<file path="src/core/ddi_pkg.sv">
// Shared constants for the dual converter input link and its two ends.
package ddi_pkg;

  // Data word layout.
  localparam int unsigned DATA_W        = 10;  // Offset binary word, bit 9 is the MSB.
  localparam int unsigned DATA_MSB      = 9;   // Position of the most significant bit.

  // Converter latency, counted in converter clock rising edges.
  localparam int unsigned LAT_CLK       = 4;

  // System clock and link timing.
  localparam int unsigned CLK_PERIOD_NS = 10;  // 100 MHz system clock.
  localparam int unsigned CLK_LAG_NS    = 2;   // Least lag of clock behind write.
  localparam int unsigned CLK_LAG_CYC   =
    ((CLK_LAG_NS + CLK_PERIOD_NS - 1) / CLK_PERIOD_NS < 1) ? 1 :
    (CLK_LAG_NS + CLK_PERIOD_NS - 1) / CLK_PERIOD_NS;
  localparam int unsigned MAX_RATE_MSPS = 200; // Highest converter update rate.

  // Source side defaults.
  localparam int unsigned HALF_CYC      = 2;   // System cycles per strobe half period.
  localparam int unsigned FIFO_DEPTH    = 8;   // A/B pairs buffered ahead of the link.
  localparam int unsigned PAIR_RST_PER  = 2;   // Strobe periods the pairing reset lasts.

  // Mode pin encoding.
  localparam logic        MODE_SHARED   = 1'b0; // Interleaved words on bus A.
  localparam logic        MODE_DUAL     = 1'b1; // Two independent buses.

  // Reset values.
  localparam logic        SEL_RST       = 1'b1; // Channel select starts on channel A.

endpackage

</file>
<file path="src/core/ddi_link_if.sv">
// Pin-level link between the data source and the converter input front end.
`timescale 1ns/1ps
`default_nettype none
interface ddi_link_if;
  import ddi_pkg::*;

  logic              mode;                // Static mode pin, low shared, high dual.
  logic [DATA_W-1:0] bus_a;               // Channel A bus, also the shared bus.
  logic [DATA_W-1:0] bus_b;               // Channel B bus, unused when shared.
  logic              chan_a_write_strobe; // Also the shared write strobe.
  logic              chan_b_write_strobe; // Channel B write strobe.
  logic              chan_a_conv_clock;   // Also the shared input clock.
  logic              chan_b_conv_clock;   // Channel B converter clock.
  logic              pairing_reset;       // Fixes the divided clock phase.

  // The converter end only listens.
  modport dev (
    input mode, bus_a, bus_b, chan_a_write_strobe, chan_b_write_strobe,
          chan_a_conv_clock, chan_b_conv_clock, pairing_reset
  );

  // The source end drives every pin.
  modport src (
    output mode, bus_a, bus_b, chan_a_write_strobe, chan_b_write_strobe,
           chan_a_conv_clock, chan_b_conv_clock, pairing_reset
  );
endinterface
`default_nettype wire

</file>
<file path="src/core/ddi_source.sv">
// Data source end: word FIFO, strobe and clock generation, pairing reset.
`timescale 1ns/1ps
`default_nettype none
module ddi_fifo #(
  parameter int unsigned WIDTH = 20,
  parameter int unsigned DEPTH = 8
) (
  // Clock and reset.
  input  wire logic             clock_i,
  input  wire logic             rst_b_i,
  // Filling side.
  input  wire logic             in_valid_i,
  output logic                  in_ready_o,
  input  wire logic [WIDTH-1:0] in_data_i,
  // Draining side.
  output logic                  out_valid_o,
  input  wire logic             out_ready_i,
  output logic [WIDTH-1:0]      out_data_o
);
  localparam int unsigned AW = (DEPTH > 1) ? $clog2(DEPTH) : 1;

  // Index wrap relies on a power-of-two depth.
  if (DEPTH < 2 || (DEPTH & (DEPTH - 1)) != 0) begin : g_bad_depth
    $error("ddi_fifo: depth must be a power of two of at least 2");
  end

  logic [DEPTH-1:0][WIDTH-1:0] mem_q;  // Storage flops.
  logic [AW-1:0]               wp_q;   // Write index.
  logic [AW-1:0]               rp_q;   // Read index.
  logic [AW:0]                 cnt_q;  // Words held.

  wire push = in_valid_i && in_ready_o;
  wire pop  = out_valid_o && out_ready_i;

  assign in_ready_o  = (cnt_q != DEPTH[AW:0]);
  assign out_valid_o = (cnt_q != '0);
  assign out_data_o  = mem_q[rp_q];

  // Indices and count move on push and pop.
  always_ff @(posedge clock_i) begin
    if (!rst_b_i) begin
      wp_q  <= '0;
      rp_q  <= '0;
      cnt_q <= '0;
    end else begin
      if (push) begin
        mem_q[wp_q] <= in_data_i;
        wp_q        <= wp_q + 1'b1;
      end
      if (pop) begin
        rp_q <= rp_q + 1'b1;
      end
      cnt_q <= cnt_q + {{AW{1'b0}}, push} - {{AW{1'b0}}, pop};
    end
  end
endmodule

module ddi_source
  import ddi_pkg::*;
#(
  parameter int unsigned W     = DATA_W,
  parameter int unsigned HALF  = HALF_CYC,
  parameter int unsigned DEPTH = FIFO_DEPTH,
  parameter int unsigned PRPER = PAIR_RST_PER
) (
  // Clock and reset.
  input  wire logic          clock_i,
  input  wire logic          rst_b_i,
  // User word stream: each entry is one A/B pair.
  input  wire logic          pair_valid_i,
  output logic               pair_ready_o,
  input  wire logic [W-1:0]  word_a_i,
  input  wire logic [W-1:0]  word_b_i,
  // Configuration.
  input  wire logic          mode_i,
  input  wire logic          pair_reset_req_i,
  // Status.
  output logic               underrun_o,
  // Link pins.
  ddi_link_if.src            link
);

  // Strobe rate must leave the converter at or below its maximum update rate.
  if (HALF < 2 || PRPER < 1 ||
      1000 / (CLK_PERIOD_NS * 2 * HALF) > MAX_RATE_MSPS) begin : g_bad_cfg
    $error("ddi_source: strobe half period or pairing reset length unsupported");
  end

  ////////////////////////////////////////////////////////////////////////////////
  // Strobe divider; clock and write share edges, so the clock never lags.

  logic [$clog2(HALF+1)-1:0] ph_q;   // Cycle within a half period.
  logic                      lvl_q;  // Strobe and clock level.
  wire tick    = (ph_q == ($clog2(HALF+1))'(HALF - 1));
  wire fall_en = tick && lvl_q;      // Data changes here, far from the rise.

  always_ff @(posedge clock_i) begin
    if (!rst_b_i) begin
      ph_q  <= '0;
      lvl_q <= 1'b0;
    end else begin
      ph_q  <= tick ? '0 : ph_q + 1'b1;
      lvl_q <= tick ? ~lvl_q : lvl_q;
    end
  end

  ////////////////////////////////////////////////////////////////////////////////
  // Word buffer.

  logic            f_valid;
  logic            f_ready;
  logic [2*W-1:0]  f_data;

  ddi_fifo #(.WIDTH(2 * W), .DEPTH(DEPTH)) u_fifo (
    .clock_i     (clock_i),
    .rst_b_i     (rst_b_i),
    .in_valid_i  (pair_valid_i),
    .in_ready_o  (pair_ready_o),
    .in_data_i   ({word_b_i, word_a_i}),
    .out_valid_o (f_valid),
    .out_ready_i (f_ready),
    .out_data_o  (f_data)
  );

  ////////////////////////////////////////////////////////////////////////////////
  // Pairing reset and word sequencing.

  logic                          mode_q;   // Mode driven on the pin.
  logic                          init_q;   // Low until the first pairing reset.
  logic [$clog2(PRPER+1)-1:0]    pr_q;     // Strobe periods of pairing reset left.
  logic                          ab_q;     // Shared mode: next word is B.
  logic [W-1:0]                  bus_a_q;
  logic [W-1:0]                  bus_b_q;
  logic [W-1:0]                  pend_b_q; // B word waiting for its slot.
  logic [W-1:0]                  pend_a_q; // Last A word, resent while starved.
  logic                          und_q;

  wire start_pr = !init_q || pair_reset_req_i || (mode_i != mode_q);
  wire in_pr    = (pr_q != '0);
  wire last_pr  = (pr_q == ($clog2(PRPER+1))'(1));
  // Shared mode pops on A slots only, giving twice the word rate on bus A.
  // No pop while a pairing reset starts, or the popped word would be lost.
  wire want     = fall_en && !start_pr && (!in_pr || last_pr) &&
                  !(mode_q == MODE_SHARED && ab_q);
  assign f_ready = want;

  // Pairing reset ends on a strobe fall, when the next A word is placed.
  always_ff @(posedge clock_i) begin
    if (!rst_b_i) begin
      mode_q   <= MODE_DUAL;
      init_q   <= 1'b0;
      pr_q     <= '0;
      ab_q     <= 1'b0;
      bus_a_q  <= '0;
      bus_b_q  <= '0;
      pend_b_q <= '0;
      pend_a_q <= '0;
      und_q    <= 1'b0;
    end else if (start_pr) begin
      mode_q <= mode_i;
      init_q <= 1'b1;
      pr_q   <= ($clog2(PRPER+1))'(PRPER);
      ab_q   <= 1'b0;
    end else if (fall_en) begin
      if (in_pr) begin
        pr_q <= pr_q - 1'b1;
      end
      // The fall that ends the pairing reset already carries the first A word.
      if (!in_pr || last_pr) begin
        if (mode_q == MODE_SHARED && ab_q) begin
          bus_a_q <= pend_b_q;
          ab_q    <= 1'b0;
        end else begin
          und_q <= !f_valid;
          if (f_valid) begin
            bus_a_q  <= f_data[W-1:0];
            bus_b_q  <= f_data[2*W-1:W];
            pend_a_q <= f_data[W-1:0];
            pend_b_q <= f_data[2*W-1:W];
          end else begin
            // Starved: resend the last pair in order, so B is never paired with B.
            bus_a_q <= pend_a_q;
          end
          ab_q <= (mode_q == MODE_SHARED);
        end
      end
    end
  end

  ////////////////////////////////////////////////////////////////////////////////
  // Pins.

  assign link.mode                = mode_q;
  assign link.bus_a               = bus_a_q;
  assign link.bus_b               = bus_b_q;
  assign link.chan_a_write_strobe = lvl_q;
  assign link.chan_b_write_strobe = lvl_q;
  assign link.chan_a_conv_clock   = lvl_q;
  assign link.chan_b_conv_clock   = lvl_q;
  assign link.pairing_reset       = in_pr;
  assign underrun_o               = und_q;

endmodule
`default_nettype wire

</file>
<file path="src/flat_wrapper.sv">
// flat-port wrapper written by rule: the top's interface ports become plain ports
module ddi_source_flat import ddi_pkg::*;
#(
  parameter int unsigned W     = DATA_W,
  parameter int unsigned HALF  = HALF_CYC,
  parameter int unsigned DEPTH = FIFO_DEPTH,
  parameter int unsigned PRPER = PAIR_RST_PER
)
  (clock_i, rst_b_i, pair_valid_i, pair_ready_o, word_a_i, word_b_i, mode_i, pair_reset_req_i, underrun_o, link_mode, link_bus_a, link_bus_b, link_chan_a_write_strobe, link_chan_b_write_strobe, link_chan_a_conv_clock, link_chan_b_conv_clock, link_pairing_reset);
  ddi_link_if link_i ();
  input  wire logic clock_i;
  input  wire logic rst_b_i;
  input  wire logic pair_valid_i;
  output logic pair_ready_o;
  input  wire logic [W-1:0] word_a_i;
  input  wire logic [W-1:0] word_b_i;
  input  wire logic mode_i;
  input  wire logic pair_reset_req_i;
  output logic underrun_o;
  output wire logic [$bits(link_i.mode)-1:0] link_mode;
  output wire logic [$bits(link_i.bus_a)-1:0] link_bus_a;
  output wire logic [$bits(link_i.bus_b)-1:0] link_bus_b;
  output wire logic [$bits(link_i.chan_a_write_strobe)-1:0] link_chan_a_write_strobe;
  output wire logic [$bits(link_i.chan_b_write_strobe)-1:0] link_chan_b_write_strobe;
  output wire logic [$bits(link_i.chan_a_conv_clock)-1:0] link_chan_a_conv_clock;
  output wire logic [$bits(link_i.chan_b_conv_clock)-1:0] link_chan_b_conv_clock;
  output wire logic [$bits(link_i.pairing_reset)-1:0] link_pairing_reset;
  assign link_mode = link_i.mode;
  assign link_bus_a = link_i.bus_a;
  assign link_bus_b = link_i.bus_b;
  assign link_chan_a_write_strobe = link_i.chan_a_write_strobe;
  assign link_chan_b_write_strobe = link_i.chan_b_write_strobe;
  assign link_chan_a_conv_clock = link_i.chan_a_conv_clock;
  assign link_chan_b_conv_clock = link_i.chan_b_conv_clock;
  assign link_pairing_reset = link_i.pairing_reset;
  ddi_source #(.W(W), .HALF(HALF), .DEPTH(DEPTH), .PRPER(PRPER)) u_core (.clock_i(clock_i), .rst_b_i(rst_b_i), .pair_valid_i(pair_valid_i), .pair_ready_o(pair_ready_o), .word_a_i(word_a_i), .word_b_i(word_b_i), .mode_i(mode_i), .pair_reset_req_i(pair_reset_req_i), .underrun_o(underrun_o), .link(link_i));
endmodule
</file>
<file path="config.mk">
export PLATFORM = sky130hd
export DESIGN_NAME = ddi_source_flat
export DESIGN_NICKNAME = d
export VERILOG_FILES = /design/src/core/ddi_pkg.sv /design/src/core/ddi_link_if.sv /design/src/core/ddi_source.sv /design/src/flat_wrapper.sv
export SDC_FILE = /design/constraint.sdc
export NUM_CORES = 1
export LEC_CHECK = 0
export BUFFER_PORTS_ARGS = -buffer_cell sky130_fd_sc_hd__buf_2
export CORE_ASPECT_RATIO = 0.6
export CORE_UTILIZATION = 45
export DETAILED_ROUTE_END_ITERATION = 10
export HOLD_SLACK_MARGIN = 0.06
export PLACE_DENSITY_LB_ADDON = 0.15
export SKIP_CTS_REPAIR_TIMING = 1
export SLEW_MARGIN = 25
export SYNTH_ARGS = -nofsm -noshare
export SYNTH_HDL_FRONTEND = slang
export SYNTH_SLANG_ARGS = --single-unit
</file>
<file path="constraint.sdc">
create_clock -name clock_i -period 3.3 [get_ports clock_i]
set_clock_uncertainty 0.1 [all_clocks]
set_input_delay 0.165 -clock clock_i [delete_from_list [all_inputs] [get_ports clock_i]]
set_output_delay 0.165 -clock clock_i [all_outputs]
set_load 0.02 [all_outputs]
</file>
* After elaboration in Yosys (flattened, before gate mapping)
Index checks and enable logic that the tools add are counted.
** Word-level totals
- Register bits :: 209
- Bits of input ports :: 25
- Output and inout port bits :: 28
- Logic and storage cells :: 80
** Operators by class
- Add/subtract/negate cells :: 6
- Order comparisons :: 3
- Equal/unequal tests :: 4
- Muxes and demuxes :: 11
- Bitwise logic cells :: 5
- Reduce and logical (&&, ||, !) cells :: 29
** Operator list (count)
- 160-bit bitwise mux :: 1
- 20-bit binary-select mux with 3-bit select :: 1
- 20-bit demux with 3-bit select :: 1
- 20-bit 2-to-1 mux :: 2
- 10-bit 2-to-1 mux :: 2
- 1-bit logical AND :: 8
- 3-bit by 4-bit < comparator with 1-bit output (second input constant) :: 2
- 2-bit AND reduction :: 4
- 3-bit by 1-bit adder with 3-bit output (second input constant) :: 2
- 2-bit 2-to-1 mux :: 3
- 2-bit nonzero test :: 3
- 1-bit logical NOT :: 5
- 1-bit inverter :: 5
- 5-bit AND reduction :: 1
- 4-bit by 1-bit adder with 4-bit output :: 1
- 2-bit by 1-bit == test with 1-bit output (second input constant) :: 2
- 4-bit inequality test (second input constant) :: 1
- 4-bit AND reduction :: 1
- 4-bit nonzero test :: 1
- 2-bit OR reduction :: 2
- 4-bit by 1-bit subtractor with 4-bit output :: 1
- 3-bit by 1-bit greater-or-equal comparator with 1-bit output (second input constant) :: 1
- 1-bit logical OR :: 3
- 3-bit AND reduction :: 1
- other kinds (4) :: 4

* Longest topological paths before layout
- Depth after elaboration :: 9
- Gate-level depth with buffers :: 13
- Gate-level depth less buffers :: 12

* Cells and area by module
A second synthesis with hierarchy kept.
** Unflattened totals
- Cells, all modules :: 497
- Area, all modules :: 8466.9 µm²
** By module, submodules not included
- ddi_fifo :: instances 1, cells an instance 306, area an instance 6761.5 µm², seq. area each 5004.8 µm²
- ddi_source :: instances 1, cells an instance 191, area an instance 1705.4 µm², seq. area each 780.7 µm²

* Worst setup path after synthesis
Ideal clock, no wire load.
- Kind :: reg-to-reg
- Start :: register u_core.u_fifo.cnt_q[2]
- End :: register u_core.u_fifo.mem_q[0] (netlist bit), enable pin
- Setup time :: 422 ps
- Arrival :: 2946 ps
- Data required time :: 2778 ps
- Setup slack :: -169 ps
- Cell stages (with the launch flop) :: 8
- Path buffers :: 1
- Clock period less this slack :: 3469 ps
- Cell sequence :: dfxtp_1 -> inv_1 -> ha_1 -> or3b_2 -> clkbuf_1 -> nand2_1 -> or3_1 -> nor3_1
** Between the ends
- Cells in the longest elaborated chain, start to end :: 3
** RTL lines
- from (decl) :: line ddi_source.sv:30 : logic [AW:0] cnt_q;
- from (signal assigned) :: line ddi_source.sv:53 : cnt_q <= cnt_q + {{AW{1'b0}}, push} - {{AW{1'b0}}, pop};
- 4-bit inequality test :: line ddi_source.sv:35 : assign in_ready_o = (cnt_q != DEPTH[AW:0]);
- net pair_ready_o :: line flat_wrapper.sv:14 : output logic pair_ready_o;
- 1-bit logical AND :: line ddi_source.sv:32 : wire push = in_valid_i && in_ready_o;
- 2-bit AND reduction (no line)
- to (signal, indexed assignment) :: line ddi_source.sv:47 : mem_q[wp_q] <= in_data_i;
- to (decl) :: line ddi_source.sv:27 : logic [DEPTH-1:0][WIDTH-1:0] mem_q;
The timed path passes the listed nets, and every way through them passes these cells.
A chain may end at the register's enable or synchronous reset.

* Final worst setup path
- Start :: register u_core.ab_q
- End :: register u_core.u_fifo.cnt_q[2]
** Between the ends
- Cells in the longest elaborated chain, start to end :: 5
** RTL lines
- from (decl) :: line ddi_source.sv:131 : logic ab_q;
- from (signal assigned) :: line ddi_source.sv:184 : ab_q <= (mode_q == MODE_SHARED);
- 1-bit logical AND :: line ddi_source.sv:144 : !(mode_q == MODE_SHARED && ab_q);
- 1-bit logical NOT :: line ddi_source.sv:144
- 1-bit logical AND :: line ddi_source.sv:143 : wire want = fall_en && !start_pr && (!in_pr || last_pr) &&
- 1-bit logical AND :: line ddi_source.sv:33 : wire pop = out_valid_o && out_ready_i;
- 4-bit by 1-bit subtractor with 4-bit output :: line ddi_source.sv:53
Every way passes these cells.

==> run summary <==
outcome -> complete, but fails checks
failing checks -> design-rule violations
CTS tree -> built
clock-pin slew on the worst setup and hold paths -> 0.06 ns
antenna violations before repair -> 0
number of vias per cell -> 5.62
RSZ-0062 raised after global routing -> no
Crit-path slowest cell -> nor2b_1
critical path capture point type -> flip-flop
fmax -> 344 MHz
most frequent cells in the layout -> edfxtp_1, buf_2, dfxtp_1
num ports -> 53
syn nets -> 569
fin. max-slew vios -> 0
gr usage total -> 19.8%
Clk pwr share -> 41.0%
total grt overflow -> 0
vias in the first global route -> 4750
post-synth top area share -> 57.5%
Post-Syn Area -> 0.00835 sq mm
vias post-DR -> 4915
Rel. slew slack -> 38.1%
Layout Nets -> 655
pin count of the biggest net entering global routing -> 42
Yosys reg bits -> 209
WL final -> 18.5 mm
placed cell count -> 814
area of the die -> 0.0191 sq mm
Gate power share -> 9.0%
P_leak -> 3.29 nW
routability cong. -> 0.815
Int Power -> 4.59 mW
first-pass GRT wire length -> 27.7 mm
top post-synthesis cells by area -> edfxtp_1, dfxtp_1, mux4_2, mux2i_1, mux2_2
Final period util -> 88.1%
Setup TNS -> 0 ns
Peak VDD IR -> 0.432 mV
clk_lat worst skew -> 0.49 ns
Sequential Power Share -> 50.0%
Final Hold Fails -> 0
CP Max Fanout -> 15
share of cells above drive strength 1 -> 25.4%
Initial DRT Pass Iterations -> 8
most common cell after layout, fill and taps aside -> edfxtp_1
Post-Layout Cell Count -> 874
hpwl dp -> 11.8 mm
Psw -> 1.32 mW
clock period minus worst slack -> 2.91 ns
CP bufs+invs -> 2
Max clock buf depth -> 3
Gate Count Post-Synth -> 534
Slew @ Worst Pin -> 0.927 ns
critical path's top delay family -> simple AND/OR/NAND/NOR gates
cell accounting for the most synthesized area -> edfxtp_1
die height -> 108 um
max-cap viol count -> 0
pwr dens -> 595 mW/mm^2
site row count -> 38
Post-DRT Antenna Nets -> 0
drc violations -> 1
YS warnings -> 0
sw frac -> 22.4%
Yosys cell types -> 39
clock root cell -> clkbuf_16
post-synthesis sequential area ratio -> 69.3%
CP Cell Sequence -> nor2b_1 > or4_4 > nor2_1 > ha_1 > inv_1 > ha_1 > inv_1 > fa_1 > xor2_1 > nor2_1
HP Class -> input port to flip-flop
initial drt markers -> 397
CP max stage delay -> 0.75 ns
Startpoint Class -> flip-flop
area growth from synthesis to layout -> 18.9%
Core Area -> 0.0181 sq mm
Antenna Diode Count -> 0
clk sinks -> 209
starting density of the core -> 46.1%
PortBufs -> 52
crit path kind -> flip-flop to flip-flop
Setup-failing EPs final -> 0
H-tree lvl count -> 1
critical path arrival -> 3.17 ns
Chip Width -> 178 um
CP Data Required Time -> 3.56 ns
CTS buffer count -> 20
Mean Syn Cell Area -> 15.6 sq um
WL/cell -> 21.2 um
[cell families after synthesis]
family	Yosys count	synth area share [%]
DFF	209	69.3
muxes	71	11.8
AOI/OAI and AO/OA	102	8.09
adders and majority gates	10	1.59
buffers and inverters	45	2.44
xor gates and xnor gates	6	0.629
and+or+nand+nor	91	6.17
[power groups by stage]
stage / clock network, mW / logic (mW) / registers [mW]
3_5_place_dp: 0 / 0.502 / 3.01
6_report: 2.43 / 0.531 / 2.95
5_1_grt: 2.58 / 0.579 / 2.96
2_1_floorplan: 0 / 0.311 / 3.01
3_3_place_gp: 0 / 0.494 / 3.01
4_1_cts: 2.48 / 0.506 / 2.95
[final timing paths]
check	depth (start not counted)	startpoint	end	slack [ns]
setup / recovery	10	u_core.ab_q$_SDFFE_PP0P_	u_core.u_fifo.cnt_q[2]$_SDFF_PN0_	0.39
hold / removal	5	pair_reset_req_i	u_core.pr_q[1]$_SDFFE_PN0P_	0.28
setup reg to reg	10	u_core.ab_q$_SDFFE_PP0P_	u_core.u_fifo.cnt_q[2]$_SDFF_PN0_	0.39
hold reg to reg	1	u_core.ph_q[0]$_SDFF_PP0_	u_core.ph_q[0]$_SDFF_PP0_	0.33
[cell usage after synthesis]
| master | number |
|---|---|
| edfxtp_1 | 160 |
| dfxtp_1 | 49 |
| mux2i_1 | 31 |
| a21oi_1 | 28 |
| o21ai_0 | 23 |
| mux2_2 | 20 |
| mux4_2 | 20 |
| nor2_1 | 20 |
| clkbuf_1 | 17 |
| nand2b_1 | 17 |
| nand3_1 | 15 |
| nand2_1 | 12 |
| a2111o_1 | 10 |
| a211oi_1 | 10 |
| a22oi_1 | 10 |
| buf_2 | 10 |
| nand4b_1 | 10 |
| o221ai_1 | 10 |
| o22ai_1 | 10 |
| ha_1 | 9 |
| inv_1 | 7 |
| buf_4 | 6 |
| buf_1 | 4 |
| nor3_1 | 4 |
| xor2_1 | 4 |
| and2_1 | 2 |
| nor2b_1 | 2 |
| or3_1 | 2 |
| xnor2_1 | 2 |
| a21o_1 | 1 |
| fa_1 | 1 |
| inv_2 | 1 |
| nand3b_1 | 1 |
| nand4_1 | 1 |
| nor3b_1 | 1 |
| nor4_4 | 1 |
| or2_2 | 1 |
| or3b_2 | 1 |
| or4_4 | 1 |
[cell type report]
cell class                 instances  area, sq um
clock inverter                    14          166
clock buffer                      22          539
inverter                           8         30.0
tap                              240          300
fill                            1436         8190
timing repair buffer             101          713
multi-input combinational        280         2390
sequential                       209         5790
[per-stage QoR]
| step | hold slack, ns | setup slack, ns | cell area, sq um | power (mW) | util (%) |
|---|---|---|---|---|---|
| floorplan | 0.164 | 0.151 | 8360 | 3.32 | - |
| global placement | 0.306 | 0.552 | 8980 | 3.50 | 49.6 |
| detailed placement | 0.315 | 0.440 | 8980 | 3.51 | 49.6 |
| CTS | -0.199 | 0.418 | 9690 | 5.94 | 53.5 |
| global route | 0.301 | 0.200 | 9930 | 6.12 | 54.8 |
| finish | 0.280 | 0.393 | 9930 | 5.91 | 54.8 |
[worst reg2reg max path: stages (launching register included)]
cell	delay, ns
dfxtp_1	0.35
nor2b_1	0.75
or4_4	0.38
nor2_1	0.09
ha_1	0.30
inv_1	0.06
ha_1	0.15
inv_1	0.06
fa_1	0.37
xor2_1	0.13
nor2_1	0.05
[routing by layer]
layer	vias to the layer above	wire length, um	GRT usage (%)
li1	2274	-	-
met1	2466	8940	30.1
met2	150	8000	29.2
met3	25	1260	3.99
met4	0	309	4.70
met5	-	0	0
[flip-flops by register name (all words and copies together), names as in the netlist]
name                           flops
u_core.link.chan_a_conv_clock      1
u_core.link.bus_a                 10
u_core.u_fifo.mem_q              160
u_core.link.bus_b                 10
u_core.link.mode                   1
u_core.ab_q                        1
u_core.pend_a_q                   10
u_core.underrun_o                  1
u_core.ph_q                        2
u_core.u_fifo.rp_q                 3
u_core.init_q                      1
u_core.u_fifo.cnt_q                4
u_core.u_fifo.wp_q                 3
u_core.pr_q                        2
(Power assumes the default switching activity.)
